$ cat config.mk
export PLATFORM = sky130hd
export DESIGN_NAME = cpc_top
export DESIGN_NICKNAME = d
export VERILOG_FILES = /design/src/shared/cpc_pkg.sv /design/src/shared/cpc_mem_if.sv /design/src/cpc_sync.sv /design/src/cpc_delay_mem.sv /design/src/cpc_top.sv
export SDC_FILE = /design/constraint.sdc
export NUM_CORES = 1
export LEC_CHECK = 0
export ABC_AREA = 1
export BUFFER_PORTS_ARGS = -buffer_cell sky130_fd_sc_hd__buf_4
export CAP_MARGIN = 20
export CORE_MARGIN = 5
export CORE_UTILIZATION = 32
export DETAILED_ROUTE_END_ITERATION = 12
export HOLD_SLACK_MARGIN = 0.12
export PLACE_DENSITY = 0.58
export SLEW_MARGIN = 20
export SYNTH_ARGS = -nofsm -noshare
export SYNTH_HDL_FRONTEND = slang
export SYNTH_SLANG_ARGS = --single-unit
export TNS_END_PERCENT = 30
$ cat constraint.sdc
create_clock -name clk_in -period 4 [get_ports clk_in]
set_input_delay 0.8 -clock clk_in [delete_from_list [all_inputs] [get_ports clk_in]]
set_output_delay 0.8 -clock clk_in [all_outputs]
set_load 0.02 [all_outputs]
$ cat src/shared/cpc_pkg.sv
// Constants, types and decoders shared by the command/address parity checker
`default_nettype none

package cpc_pkg;

  // ==========================================================================
  // Command word layout: {act_n, addr[17:0], bg[1:0], ba[1:0], cid[2:0], par}
  localparam int ADDR_W  = 18;
  localparam int BG_W    = 2;
  localparam int BA_W    = 2;
  localparam int CID_W   = 3;
  localparam int CMD_W   = 1 + ADDR_W + BG_W + BA_W + CID_W + 1;
  localparam int SYNC_W  = CMD_W + 2;            // Plus link clock and select
  localparam int A17_BIT = 17;

  // ==========================================================================
  // Latency field and delay line
  localparam int PLC_W = 3;
  localparam int PLN_W = 4;
  localparam int PTR_W = 3;
  localparam int DEPTH = 8;
  localparam logic [PLC_W-1:0] PLC_OFF = 3'h0;
  localparam logic [PLC_W-1:0] PLC_4   = 3'h1;
  localparam logic [PLC_W-1:0] PLC_5   = 3'h2;
  localparam logic [PLC_W-1:0] PLC_6   = 3'h3;
  localparam logic [PLC_W-1:0] PLC_8   = 3'h4;
  localparam logic [PLN_W-1:0] PLN_0   = 4'h0;
  localparam logic [PLN_W-1:0] PLN_4   = 4'h4;
  localparam logic [PLN_W-1:0] PLN_5   = 4'h5;
  localparam logic [PLN_W-1:0] PLN_6   = 4'h6;
  localparam logic [PLN_W-1:0] PLN_8   = 4'h8;

  // ==========================================================================
  // Timing, clock at 50 ns
  localparam int CLK_NS         = 50;
  localparam int ALERT_ON_NS    = 100;   // Longest, rounds down
  localparam int ALERT_PWMIN_NS = 2000;  // Least, rounds up
  localparam int ALERT_PWMAX_NS = 4000;  // Longest, rounds down
  localparam int TRAS_MIN_NS    = 1000;  // Least, rounds up
  localparam int ALERT_ON_CYC   = (ALERT_ON_NS / CLK_NS < 1) ? 1 : ALERT_ON_NS / CLK_NS;
  localparam int PW_MIN_CYC     = (ALERT_PWMIN_NS + CLK_NS - 1) / CLK_NS;
  localparam int PW_MAX_CYC     = (ALERT_PWMAX_NS / CLK_NS < 1) ? 1 : ALERT_PWMAX_NS / CLK_NS;
  localparam int TRAS_CYC       = (TRAS_MIN_NS + CLK_NS - 1) / CLK_NS;
  localparam int CNT_W          = 12;
  localparam logic [CNT_W-1:0] PW_MIN_CNT = CNT_W'(PW_MIN_CYC);
  localparam logic [CNT_W-1:0] PW_MAX_CNT = CNT_W'(PW_MAX_CYC);
  localparam logic [CNT_W-1:0] TRAS_CNT   = CNT_W'(TRAS_CYC);
  localparam logic [CNT_W-1:0] CNT_MAX    = 12'hFFF;

  // Error recovery states
  typedef enum logic [1:0] {st_run, st_wait, st_hold} cpc_state_t;

  // Latency code to clock count, reserved codes disable
  function automatic logic [PLN_W-1:0] pl_cycles(input logic [PLC_W-1:0] code);
    case (code)
      PLC_4:   pl_cycles = PLN_4;
      PLC_5:   pl_cycles = PLN_5;
      PLC_6:   pl_cycles = PLN_6;
      PLC_8:   pl_cycles = PLN_8;
      default: pl_cycles = PLN_0;
    endcase
  endfunction : pl_cycles

endpackage : cpc_pkg

`default_nettype wire

$ cat src/shared/cpc_mem_if.sv
// Interface between the checker and its delay line memory
`default_nettype none

interface cpc_mem_if;
  import cpc_pkg::*;
  logic                 we;
  logic [PTR_W-1:0]     waddr;
  logic [CMD_W-1:0]     wdata;
  logic [PTR_W-1:0]     raddr;
  logic [CMD_W-1:0]     rdata;

  modport ctrl (output we, output waddr, output wdata, output raddr, input rdata);
  modport mem  (input we, input waddr, input wdata, input raddr, output rdata);
endinterface : cpc_mem_if

`default_nettype wire

$ cat src/cpc_sync.sv
// Two-stage synchroniser for pins from the controller domain
`default_nettype none

module cpc_sync #(
  parameter int W = 1
) (
  input  wire logic         clk_in,
  input  wire logic         rst_b_in,
  input  wire logic [W-1:0] d_in,
  output var  logic [W-1:0] q_out
);
  logic [W-1:0] meta_q;

  // First stage feeds only the second
  always_ff @(posedge clk_in or negedge rst_b_in) begin
    if (!rst_b_in) begin
      meta_q <= '0;
      q_out  <= '0;
    end else begin
      meta_q <= d_in;
      q_out  <= meta_q;
    end
  end
endmodule : cpc_sync

`default_nettype wire

$ cat src/cpc_delay_mem.sv
// Command delay line memory with registered read data
`default_nettype none

module cpc_delay_mem (
  input  wire logic clk_in,
  input  wire logic rst_b_in,
  cpc_mem_if.mem    port
);
  import cpc_pkg::*;

  logic [CMD_W-1:0] mem_q [DEPTH];

  // Storage, no reset needed
  always_ff @(posedge clk_in) begin
    if (port.we) begin
      mem_q[port.waddr] <= port.wdata;
    end
  end

  // Registered read port
  always_ff @(posedge clk_in or negedge rst_b_in) begin
    if (!rst_b_in) begin
      port.rdata <= '0;
    end else begin
      port.rdata <= mem_q[port.raddr];
    end
  end
endmodule : cpc_delay_mem

`default_nettype wire

$ cat src/cpc_top.sv
// Command/address parity checker with latency delay line and alert sequencing
`default_nettype none

module cpc_top (
  input  wire logic                        clk_in,
  input  wire logic                        rst_b_in,
  input  wire logic                        ck_link_in,
  input  wire logic                        cs_n_in,
  input  wire logic                        act_n_in,
  input  wire logic [cpc_pkg::ADDR_W-1:0]  addr_in,
  input  wire logic [cpc_pkg::BG_W-1:0]    bg_in,
  input  wire logic [cpc_pkg::BA_W-1:0]    ba_in,
  input  wire logic [cpc_pkg::CID_W-1:0]   cid_in,
  input  wire logic                        par_in,
  input  wire logic [cpc_pkg::PLC_W-1:0]   parity_latency_in,
  input  wire logic                        dll_en_in,
  input  wire logic                        persist_en_in,
  input  wire logic                        crc_en_in,
  input  wire logic                        stack_used_in,
  input  wire logic                        a17_used_in,
  input  wire logic                        status_wr_in,
  input  wire logic                        status_wdata_in,
  output var  logic                        exec_valid_out,
  output var  logic [cpc_pkg::CMD_W-1:0]   exec_cmd_out,
  output var  logic                        alert_n_out,
  output var  logic                        status_out,
  output var  logic [cpc_pkg::CMD_W-1:0]   multipurpose_log_register_out,
  output var  logic                        crc_err_clr_out,
  output var  logic                        precharge_all_out,
  output var  logic [cpc_pkg::PLN_W-1:0]   parity_latency_eff_out
);
  import cpc_pkg::*;

  localparam int AON_MAX = ALERT_ON_CYC;

  // ==========================================================================
  // Pin synchronisation and link edge detection
  logic [SYNC_W-1:0] pins_raw;
  logic [SYNC_W-1:0] pins_syn;
  logic              ck_prev_q;
  logic              tick;
  logic              sel;
  logic [ADDR_W-1:0] addr_m;
  logic [CID_W-1:0]  cid_m;
  logic [CMD_W-1:0]  cmd_w;
  logic              parity_bad;

  assign pins_raw = {ck_link_in, cs_n_in, act_n_in, addr_in, bg_in, ba_in, cid_in, par_in};

  cpc_sync #(
    .W (SYNC_W)
  ) u_sync (
    .clk_in   (clk_in),
    .rst_b_in (rst_b_in),
    .d_in     (pins_raw),
    .q_out    (pins_syn)
  );

  // Previous link clock level
  always_ff @(posedge clk_in or negedge rst_b_in) begin
    if (!rst_b_in) begin
      ck_prev_q <= 1'b0;
    end else begin
      ck_prev_q <= pins_syn[SYNC_W-1];
    end
  end

  // Rising link edge with select low captures a command
  always_comb begin
    tick   = pins_syn[SYNC_W-1] & ~ck_prev_q;
    sel    = tick & ~pins_syn[SYNC_W-2];
    addr_m = pins_syn[CMD_W-2 -: ADDR_W];
    addr_m[A17_BIT] = addr_m[A17_BIT] & a17_used_in;
    cid_m  = pins_syn[CID_W:1] & {CID_W{stack_used_in}};
    cmd_w  = {pins_syn[CMD_W-1], addr_m, pins_syn[CID_W+BA_W+BG_W:CID_W+1], cid_m,
              pins_syn[0]};
    parity_bad = ^cmd_w;
  end

  // ==========================================================================
  // Delay line control
  cpc_mem_if mem_if ();

  cpc_delay_mem u_mem (
    .clk_in   (clk_in),
    .rst_b_in (rst_b_in),
    .port     (mem_if.mem)
  );

  cpc_state_t       state_q;
  cpc_state_t       state_d;
  logic [PLN_W-1:0] pl;
  logic             en;
  logic             check;
  logic             err_det;
  logic             accept;
  logic             push;
  logic [PTR_W-1:0] wr_ptr_q;
  logic [PTR_W-1:0] wr_ptr_d;
  logic [DEPTH-1:0] vld_q;
  logic [DEPTH-1:0] vld_d;
  logic             exec_valid_d;
  logic [CMD_W-1:0] exec_cmd_d;
  logic             status_q;
  logic             status_d;

  // Enable, check and accept decisions
  always_comb begin
    pl      = pl_cycles(parity_latency_in);
    en      = (pl != PLN_0) & dll_en_in;
    check   = en & (state_q == st_run) & (~status_q | persist_en_in);
    err_det = sel & check & parity_bad;
    accept  = sel & (state_q == st_run) & ~err_det;
    push    = accept & en;
    mem_if.we    = push;
    mem_if.waddr = wr_ptr_q;
    mem_if.wdata = cmd_w;
    mem_if.raddr = wr_ptr_q - pl[PTR_W-1:0];
  end

  // Next pointer, valid flags and execution strobe
  always_comb begin
    wr_ptr_d     = wr_ptr_q;
    vld_d        = vld_q;
    exec_valid_d = 1'b0;
    exec_cmd_d   = exec_cmd_out;
    if (tick && en) begin
      wr_ptr_d        = wr_ptr_q + 3'h1;
      vld_d[wr_ptr_q] = push;
      if (vld_q[mem_if.raddr] && state_q == st_run && !err_det) begin
        exec_valid_d = 1'b1;
        exec_cmd_d   = mem_if.rdata;
      end
    end else if (accept && !en) begin
      exec_valid_d = 1'b1;
      exec_cmd_d   = cmd_w;
    end
    if (err_det || !en) begin
      vld_d = '0;
    end
  end

  // Delay line registers
  always_ff @(posedge clk_in or negedge rst_b_in) begin
    if (!rst_b_in) begin
      wr_ptr_q       <= '0;
      vld_q          <= '0;
      exec_valid_out <= 1'b0;
      exec_cmd_out   <= '0;
    end else begin
      wr_ptr_q       <= wr_ptr_d;
      vld_q          <= vld_d;
      exec_valid_out <= exec_valid_d;
      exec_cmd_out   <= exec_cmd_d;
    end
  end

  // ==========================================================================
  // Error recovery sequence
  logic [CNT_W-1:0] cnt_q;
  logic [CNT_W-1:0] cnt_d;
  logic             pre_done_q;
  logic             pre_done_d;
  logic             alert_n_d;
  logic             pre_all_d;
  logic [CMD_W-1:0] log_d;
  logic             crc_clr_d;
  logic [PLN_W-1:0] lat_d;

  // Next state of alert, status and log
  always_comb begin
    state_d    = state_q;
    cnt_d      = (cnt_q == CNT_MAX) ? cnt_q : cnt_q + 12'h001;
    pre_done_d = pre_done_q;
    alert_n_d  = alert_n_out;
    pre_all_d  = 1'b0;
    log_d      = multipurpose_log_register_out;
    crc_clr_d  = err_det & crc_en_in;
    lat_d      = en ? pl : PLN_0;
    status_d   = status_q;
    if (status_wr_in && !status_wdata_in) begin
      status_d = 1'b0;
    end
    if (err_det) begin
      status_d = 1'b1;
      log_d    = cmd_w;
    end
    case (state_q)
      st_run: begin
        if (err_det) begin
          state_d    = st_wait;
          cnt_d      = '0;
          pre_done_d = 1'b0;
          alert_n_d  = 1'b0;
        end
      end
      st_wait: begin
        if (!pre_done_q && cnt_q >= TRAS_CNT) begin
          pre_all_d  = 1'b1;
          pre_done_d = 1'b1;
        end
        if (pre_done_q && cnt_q >= PW_MIN_CNT) begin
          alert_n_d = 1'b1;
          state_d   = (cnt_q >= PW_MAX_CNT) ? st_run : st_hold;
        end
      end
      st_hold: begin
        if (cnt_q >= PW_MAX_CNT) begin
          state_d = st_run;
        end
      end
      default: begin
        state_d = st_run;
      end
    endcase
  end

  // Recovery registers
  always_ff @(posedge clk_in or negedge rst_b_in) begin
    if (!rst_b_in) begin
      state_q                       <= st_run;
      cnt_q                         <= '0;
      pre_done_q                    <= 1'b0;
      alert_n_out                   <= 1'b1;
      precharge_all_out             <= 1'b0;
      status_q                      <= 1'b0;
      multipurpose_log_register_out <= '0;
      crc_err_clr_out               <= 1'b0;
      parity_latency_eff_out        <= '0;
    end else begin
      state_q                       <= state_d;
      cnt_q                         <= cnt_d;
      pre_done_q                    <= pre_done_d;
      alert_n_out                   <= alert_n_d;
      precharge_all_out             <= pre_all_d;
      status_q                      <= status_d;
      multipurpose_log_register_out <= log_d;
      crc_err_clr_out               <= crc_clr_d;
      parity_latency_eff_out        <= lat_d;
    end
  end

  assign status_out = status_q;
endmodule : cpc_top

`default_nettype wire

==> impl_metrics.ini, run 1 <==
[layout]
antennaDiodeCount = 0
layout.nets = 1514
drive_above_1_share = 0.144
syn_to_final_growth_pct = 19.7
fin_util = 0.389

[worst_setup_path]
critPathLaunch = u_sync.q_out[26]
critical_path_buf_inv_count = 3
cp_slowest_cell = dfrtp_1
path_cells = inv_1, nand2_1, nand3_1, nand2_1, inv_1, nand2_1, nand3_1, nand2_1, nand3_1, nand3_4, nand2_1, nor2_2, buf_4
r2r-start = u_sync.q_out[26]
worstSetupPathType = flip-flop to flip-flop
critPathCaptureType = flip-flop
cp_data_arrival_time_ns = 3.27
cpPeakStageDelay_ns = 0.64
critPathRequiredTime_ns = 4.20
cp_common_cell = nand2_1
critPathLaunchType = flip-flop
crit_fanout = 21
critical-path-top-delay-family = simple AND/OR/NAND/NOR gates

[sta]
tightestPinTransition_ns = 0.868
fin_crit_ns = 3.07
maxClockFrequency_mhz = 326
finalHoldViolCount = 0
period_share = 0.768
drv_slew = 0
setup_violations = 0
rsz0062_at_grt = no
setup_tns_ns = 0
fin_ws_ns = 0.929
skew_ns = 0.0190
relSlewSlack = 0.422

[synthesis]
syn_area_mm2 = 0.0152
synthesis.nets = 1397
syn_inst = 1351
ys.warnings.count = 0
ys_seq_area_frac = 0.716
ys_types = 31
avgSynthCellArea_um2 = 11.2
ys_seq_elements = 391

[clocking]
clockRootBuffer = clkbuf_16
cts.path.max_buffers = 3
clkLatencyLatePin_ns = 0.56
cts_setup_buffers = 0
htreeDepth = 2
hold_buffers = 0
clk_pin_slew_ns = 0.06
cts_resized = 0
cts_buffers = 43
cts_tree = built
clock-sinks = 391

[placed_design]
port_buffers = 103
dp_hpwl_mm = 21.4
post-place-ws_ns = 0.353
finalWeightedCongestion = 0.785

[die]
fp.dieArea_mm2 = 0.0519
core_area_mm2 = 0.0468
die_h_um = 228
start_util = 0.324
io_pins = 104
rows = 79
die-width_um = 228

[global_route]
grt_max_degree = 83
grt_pass1_wl_mm = 57.1
track_usage = 0.137
antenna_found_initial = 0
grt_pass1_vias = 10123
grt.overflow.total = 0

[drt]
vias = 10010
final_antenna_net_count = 0
wl_per_cell_um = 17.1
routed_via_density = 4.75
drc_errors = 0
wirelength_mm = 36.1
drt_iter0_drc = 645
drtPass1Iterations = 7

[pwr]
powerDensity_mw_per_mm2 = 588
leakagePower_nw = 7.43
ir_drop_mv = 0.373
p_total_mw = 10.7

[outcome]
status = finished, final reports clean

[job]
cap_violations = 0

[worst_hold_path]
hold_path_class = input pin to asynchronous set/reset pin
final cells by class:
| class | count | area [um^2] |
|---|---|---|
| Multi-Input combinational cell | 814 | 3770 |
| Sequential cell | 391 | 10900 |
| Clock inverter | 19 | 173 |
| Clock buffer | 59 | 1230 |
| Inverter | 82 | 308 |
| Timing Repair Buffer | 136 | 1060 |
| Tap cell | 607 | 759 |
| Fill cell | 4532 | 28600 |
report_power, final:
group | switching [mW] | internal [mW]
logic | 1.50 | 0.708
clock network | 1.56 | 2.34
registers | 0.116 | 4.46
total | 3.18 | 7.51
per-layer routing:
| layer | up-vias | share of wire | global-route usage |
|---|---|---|---|
| met5 | - | 0 | 0 |
| met4 | 0 | 0.029 | 0.0499 |
| met3 | 67 | 0.049 | 0.0270 |
| met2 | 227 | 0.48 | 0.228 |
| met1 | 4906 | 0.44 | 0.180 |
| li1 | 4810 | - | - |
registers in the layout (all words and copies together), names as in the netlist, 2 cells and up:
signal / flops
cnt_q: 12
exec_cmd_out: 27
mem_if.waddr: 3
multipurpose_log_register_out: 27
parity_latency_eff_out: 4
state_q: 2
u_mem.mem_q: 216
u_mem.port.rdata: 27
u_sync.meta_q: 29
u_sync.q_out: 29
vld_q: 8
synth_stat cells, drive strengths merged:
master	n	area, um^2
clkbuf	43	161
o22ai	27	169
ha	4	50.1
nand3b	1	7.51
xnor2	8	70.1
o21ai	181	906
nand4	3	18.8
xor2	8	70.1
o211ai	6	45.0
a21oi	11	55.1
inv	82	308
a22oi	1	7.51
fa	1	20.0
a31oi	28	175
buf	21	111
nand2	240	908
dfstp	1	26.3
edfxtp	216	6490
o221ai	1	8.76
nand3	46	255
dfrtp	174	4350
nor4	2	12.5
nor2	238	901
a31o	1	8.76
nor3	7	35.0
final timing paths:
check                                      end  slack (ns)  cells past startpoint
max                         u_mem.mem_q[3][10]        0.93                     13
max reg2reg                 u_mem.mem_q[3][10]        0.93                     13
min reg2reg                   u_sync.q_out[12]        0.35                      0
min                           u_sync.meta_q[9]        0.27                      1
min in group clk_in           u_sync.q_out[12]        0.35                      0
max in group asynchronous  u_mem.port.rdata[4]        2.74                      2
kinds of logic after synthesis:
group,synth area share
AND/OR/NAND/NOR,0.141
flip-flops,0.716
AO/OA/AOI/OAI,0.0906
buffers and inverters,0.0383
XOR/XNOR,0.00924
adder cells (fa/ha/maj),0.00462
cells in the final DEF (no fill, tap or decap), types with 4 or more instances in the layout:
master     Yosys  layout
nand2_1      239     239
nor2_1       237     229
edfxtp_1     216     216
o21ai_0      181     181
dfrtp_1      174     174
buf_4          1     132
inv_1         82      80
nand3_1       44      44
clkbuf_16      0      44
a31oi_1       28      28
o22ai_1       27      27
a21oi_1       11      11
clkinv_1       0       9
xor2_1         8       8
nor2_2         0       8
clkbuf_1      43       8
clkbuf_8       0       8
nor3_1         7       7
xnor2_1        8       7
o211ai_1       6       6
clkinv_2       0       4
stage by stage:
stage	cell area (um^2)	hold slack (ns)	instances
3_5_place_dp	16800	0.335	2030
5_1_grt	18200	0.331	2108
2_1_floorplan	15200	0.331	1351
3_3_place_gp	16800	0.332	2030
6_report	18200	0.271	2108
4_1_cts	18200	0.289	2108
No activity file was read; power rests on OpenSTA's default activity.
==> run 2, diff against run 1 <==
--- a/config.mk
+++ b/config.mk
@@ -12,7 +12,7 @@
 export CORE_UTILIZATION = 32
 export DETAILED_ROUTE_END_ITERATION = 12
 export HOLD_SLACK_MARGIN = 0.12
-export PLACE_DENSITY = 0.58
+export PLACE_DENSITY = 0.59
 export SLEW_MARGIN = 20
 export SYNTH_ARGS = -nofsm -noshare
 export SYNTH_HDL_FRONTEND = slang
==> constraint.sdc (replaced) <==
create_clock -name clk_in -period 2.8 [get_ports clk_in]
set_input_delay 0.56 -clock clk_in [delete_from_list [all_inputs] [get_ports clk_in]]
set_output_delay 0.56 -clock clk_in [all_outputs]
set_load 0.02 [all_outputs]
==> impl_metrics.ini, run 2 (synthesized netlist as in run 1, its figures left out) <==
[outcome]
status = finished, final reports clean

[sta]
fin_crit_ns = 2.51
period_share = 0.896
drv_slew = 0
maxClockFrequency_mhz = 399
setup_violations = 0
finalHoldViolCount = 0
rsz0062_at_grt = no
tightestPinTransition_ns = 0.512
skew_ns = 0.0172
relSlewSlack = 0.656

[worst_setup_path]
cpPeakStageDelay_ns = 0.52
critPathCaptureType = flip-flop
cp_data_arrival_time_ns = 3.02
regToRegSetupSlack_ns = 0.29
critPathLaunchType = flip-flop
critical-path-top-delay-family = simple AND/OR/NAND/NOR gates
path_cells = inv_1, nand2_1, nand2_1, nand2_1, nand2_1, nand2_1, nand2_1, nand2_1, nand3_1, nand3_4, buf_12, nand3_4, nand2_4, buf_12, nand2_1, nand2_1
cp_common_cell = nand2_1
critPathRequiredTime_ns = 3.31
critical_path_buf_inv_count = 3
cp_slowest_cell = dfrtp_1
crit_fanout = 72
worstSetupPathType = flip-flop to flip-flop

[pwr]
combPwrFrac = 0.227
seqPwrFrac = 0.413
clkPwrFrac = 0.359
p_sw_mw = 4.75
p_int_mw = 11.0
leakagePower_nw = 7.80
p_sw_frac = 0.302
p_total_mw = 15.7
ir_drop_mv = 0.663
powerDensity_mw_per_mm2 = 828

[global_route]
track_usage = 0.141
antenna_found_initial = 0
grt_pass1_wl_mm = 58.4
grt.overflow.total = 0
grt_max_degree = 97
grt_pass1_vias = 10074

[die]
io_pins = 104
core_area_mm2 = 0.0468
die_h_um = 228
die-width_um = 228
start_util = 0.324
fp.dieArea_mm2 = 0.0519
rows = 79

[layout]
drive_above_1_share = 0.165
final_common_cell = nand2_1
layout.nets = 1576
final_cell_area_mm2 = 0.0190
top_register = u_mem.mem_q
antennaDiodeCount = 0
largest_reg_flops = 216
layout_common_cells = nand2_1 (239), nor2_1 (229), edfxtp_1 (216)
syn_to_final_growth_pct = 25.4
top_regs = u_mem.mem_q: 216 flops, u_sync.meta_q: 29 flops, u_sync.q_out: 29 flops

[worst_hold_path]
hold_path_class = input pin to flip-flop

[clocking]
clockRootBuffer = clkbuf_16
htreeDepth = 2
clock-sinks = 391
cts_tree = built
clk_pin_slew_ns = 0.06
cts_buffers = 43
cts.path.max_buffers = 3
cts_setup_buffers = 0
clkLatencyLatePin_ns = 0.58

[drt]
vias = 10232
routed_via_density = 4.71
drt_iter0_drc = 643
drtPass1Iterations = 5
wirelength_mm = 37.3
final_antenna_net_count = 0
wl_per_cell_um = 17.2
drc_errors = 0

[placed_design]
place_area_mm2 = 0.0173
finalWeightedCongestion = 0.786
port_buffers = 103
dp_hpwl_mm = 22.0

[job]
cap_violations = 0
[run 2: changes by cell type in the layout (fill, tap and decap cells not counted), sizes merged]
cell / previous run / this run
dlygate4sd3: 0 / 30
inv: 83 / 82
clkbuf: 60 / 59
buf: 135 / 167
clkinv: 13 / 16
clkinvlp: 2 / 3
[run 2: area by class of cell]
type / count / area [um^2]
fill: 4422 / 27700
inverter: 82 / 309
tap: 607 / 759
timing repair buffer: 198 / 1840
clock buffer: 58 / 1200
clock inverter: 22 / 229
multi-input combinational: 814 / 3810
sequential: 391 / 10900
[run 2: power groups by stage]
stage / sequential, mW / clock, mW / combinational, mW
after floorplan: 6.58 / 0 / 2.29
after global placement: 6.62 / 0 / 3.49
after detailed placement: 6.62 / 0 / 3.56
after CTS: 6.51 / 5.83 / 3.61
after global routing: 6.53 / 6.05 / 4.04
final: 6.50 / 5.66 / 3.58
[run 2: worst reg2reg max path, delay by kind of cell, from the launching register on]
family / cells / cell delay, ns
flops: 1 / 0.52
buf+inv: 3 / 0.63
simple gates: 13 / 1.29
[run 2: final timing paths]
check                                  start                 to  depth (start not counted)
min reg2reg                u_sync.meta_q[13]   u_sync.q_out[13]                          0
max reg2reg                 u_sync.q_out[14]    exec_cmd_out[6]                         16
max                         u_sync.q_out[14]    exec_cmd_out[6]                         16
min                                crc_en_in    crc_err_clr_out                          3
max in group asynchronous           rst_b_in    exec_cmd_out[5]                          3
min in group asynchronous           rst_b_in  u_sync.meta_q[10]                          2
[run 2: stage by stage]
step	hold slack (ns)	utilization	setup WS (ns)	std cells	setup TNS (ns)
after detailed placement	0.335	0.370	-0.215	2062	-5.04
after global routing	0.194	0.407	0.00987	2172	0
after global placement	0.332	0.370	-0.163	2062	-4.10
after CTS	0.174	0.407	0.168	2172	0
final	0.209	0.407	0.292	2172	0
after floorplan	0.264	-	-0.0946	1351	-20.44
[run 2: repair_timing]
item,4_1_cts,5_1_grt
endpoints found under the hold margin,67,0
hold buffers,30,0
gates resized for setup,0,3
setup endpoints to repair,0,22
[run 2: layer usage]
| metal | GRT usage | up-vias | wire length (um) |
|---|---|---|---|
| li1 | - | 4938 | - |
| met2 | 0.228 | 239 | 17600 |
| met5 | 0 | - | 0 |
| met3 | 0.0270 | 57 | 1860 |
| met1 | 0.194 | 4998 | 16900 |
| met4 | 0.0431 | 0 | 832 |
==> run 3, diff against run 2 <==
--- a/config.mk
+++ b/config.mk
@@ -13,6 +13,7 @@
 export DETAILED_ROUTE_END_ITERATION = 12
 export HOLD_SLACK_MARGIN = 0.12
 export PLACE_DENSITY = 0.59
+export SKIP_LAST_GASP = 1
 export SLEW_MARGIN = 20
 export SYNTH_ARGS = -nofsm -noshare
 export SYNTH_HDL_FRONTEND = slang
==> constraint.sdc (replaced) <==
create_clock -name clk_in -period 2.16 [get_ports clk_in]
set_input_delay 0.432 -clock clk_in [delete_from_list [all_inputs] [get_ports clk_in]]
set_output_delay 0.432 -clock clk_in [all_outputs]
set_load 0.02 [all_outputs]
==> impl_metrics.ini, run 3 (synthesized netlist as in run 1, its figures left out) <==
[clocking]
cts_tree = built
clockRootBuffer = clkbuf_16
clock-sinks = 391
cts.path.max_buffers = 3
htreeDepth = 2
clkLatencyLatePin_ns = 0.55
clk_pin_slew_ns = 0.06
cts_buffers = 43

[worst_hold_path]
hold_path_class = input pin to flip-flop

[die]
rows = 79
start_util = 0.324
fp.dieArea_mm2 = 0.0519
die-width_um = 228
io_pins = 104
die_h_um = 228
core_area_mm2 = 0.0468

[worst_setup_path]
critPathLaunchType = flip-flop
critPathCaptureType = flip-flop
critPathRequiredTime_ns = 2.42
crit_fanout = 6
cp_data_arrival_time_ns = 2.64
worstSetupPathType = flip-flop to flip-flop

[pwr]
ir_drop_mv = 0.665
clkPwrFrac = 0.365
p_sw_mw = 6.39
p_int_mw = 15.3
powerDensity_mw_per_mm2 = 1050
p_total_mw = 21.7
seqPwrFrac = 0.388
leakagePower_nw = 8.53
combPwrFrac = 0.246
p_sw_frac = 0.294

[global_route]
grt_max_degree = 59
track_usage = 0.150
antenna_found_initial = 0
grt_pass1_wl_mm = 62.7
grt.overflow.total = 0
grt_pass1_vias = 10934

[outcome]
status = finished, violations left
failed_checks = setup timing

[drt]
drtPass1Iterations = 5
vias = 10788
final_antenna_net_count = 0
drc_errors = 0
routed_via_density = 4.75
wl_per_cell_um = 17.6
wirelength_mm = 40.0
drt_iter0_drc = 636

[placed_design]
dp_hpwl_mm = 23.4
dp.cells = 2115
finalWeightedCongestion = 0.815
port_buffers = 103
post-place-ws_ns = -0.729
place_area_mm2 = 0.0178

[layout]
top_regs = u_mem.mem_q: 216 flops, u_sync.meta_q: 29 flops, u_sync.q_out: 29 flops
final_common_cell = nor2_1
largest_reg_flops = 216
layout_common_cells = nor2_1 (224), edfxtp_1 (216), buf_4 (209)
antennaDiodeCount = 0
syn_to_final_growth_pct = 35.7
drive_above_1_share = 0.268
final_cell_area_mm2 = 0.0206
fin_cells = 2272
layout.nets = 1678
nFillCells = 4238
top_register = u_mem.mem_q

[sta]
drv_slew = 0
finalHoldViolCount = 0
period_share = 1.10
skew_ns = 0.0150
fin_crit_ns = 2.38
fin_ws_ns = -0.217
rsz0062_at_grt = yes
relSlewSlack = 0.674
maxClockFrequency_mhz = 421
tightestPinTransition_ns = 0.485
setup_violations = 270

[job]
cap_violations = 0
[run 3: cell types whose count changed in the layout (fill, tap and decap cells not counted), sizes merged]
cell	change
nand2	+1
clkinvlp	-2
inv	+2
bufinv	+5
buf	+95
clkinv	-5
dlygate4sd3	+2
clkbuf	+2
[run 3: worst paths after layout]
path,start,end,slack (ns),cells past startpoint
worst min register to register,u_sync.meta_q[4],u_sync.q_out[4],0.34,0
min in group asynchronous,rst_b_in,u_sync.meta_q[9],0.37,2
max in group asynchronous,rst_b_in,alert_n_out,1.10,3
worst max-delay path,u_sync.q_out[14],u_mem.mem_q[0][1],-0.22,17
worst max register to register,u_sync.q_out[14],u_mem.mem_q[0][1],-0.22,17
worst min-delay path,parity_latency_in[0],parity_latency_eff_out[0],0.17,3
[run 3: layout make-up]
cell class	instances	area [um^2]	area share
clock inverters	22	330	0.0160
repair buffers	299	3030	0.147
flip-flops and latches	391	10900	0.529
clock buffers	56	1210	0.0590
well taps	607	759	0.0369
multi-input cells	815	4070	0.198
inverters	82	309	0.0150
[run 3: worst max-delay path: stages, from the launching register on]
cell and delay (ns):
dfrtp_2 0.45, nand2_2 0.11, inv_2 0.04, nor2_2 0.09, nand2_1 0.06, nand2_1 0.08, nand2_1 0.07, nand2_2 0.09
nand3_4 0.10, nand2_2 0.09, nand2_2 0.06, nand3_4 0.12, nand2_8 0.07, buf_6 0.12, nor2_4 0.14, buf_12 0.14
buf_4 0.12, buf_16 0.12
[run 3: metal layers]
metal / wire length [um] / global-route usage / up-vias
met3: 2330 / 0.0312 / 82
met1: 17600 / 0.203 / 5274
met2: 18800 / 0.243 / 266
li1: - / - / 5166
met4: 1230 / 0.0512 / 0
met5: 0 / 0 / -
[run 3: power by group through the flow]
stage	registers, mW	logic (mW)	clock network (mW)
after global placement	8.56	4.65	0
after floorplan	8.54	3.02	0
final	8.42	5.34	7.93
after CTS	8.42	4.92	8.12
after global routing	8.45	5.94	8.42
after detailed placement	8.56	4.72	0
[run 3: stage by stage]
stage | utilization | hold slack [ns] | TNS, ns
final | 0.440 | 0.174 | -31.90
after global routing | 0.440 | 0.169 | -64.40
after CTS | 0.436 | 0.145 | -27.77
after detailed placement | 0.382 | 0.335 | -102.24
after global placement | 0.382 | 0.332 | -92.74
after floorplan | - | 0.136 | -40.33
[run 3: what timing repair did]
action                     4_1_cts  5_1_grt
gates cloned                     9        4
pin swaps                       30       22
setup buffers                   34        6
hold endpoints to repair        65        0
resized for setup               61       46
setup endpoints to repair      270      309
hold buffers                    32        0
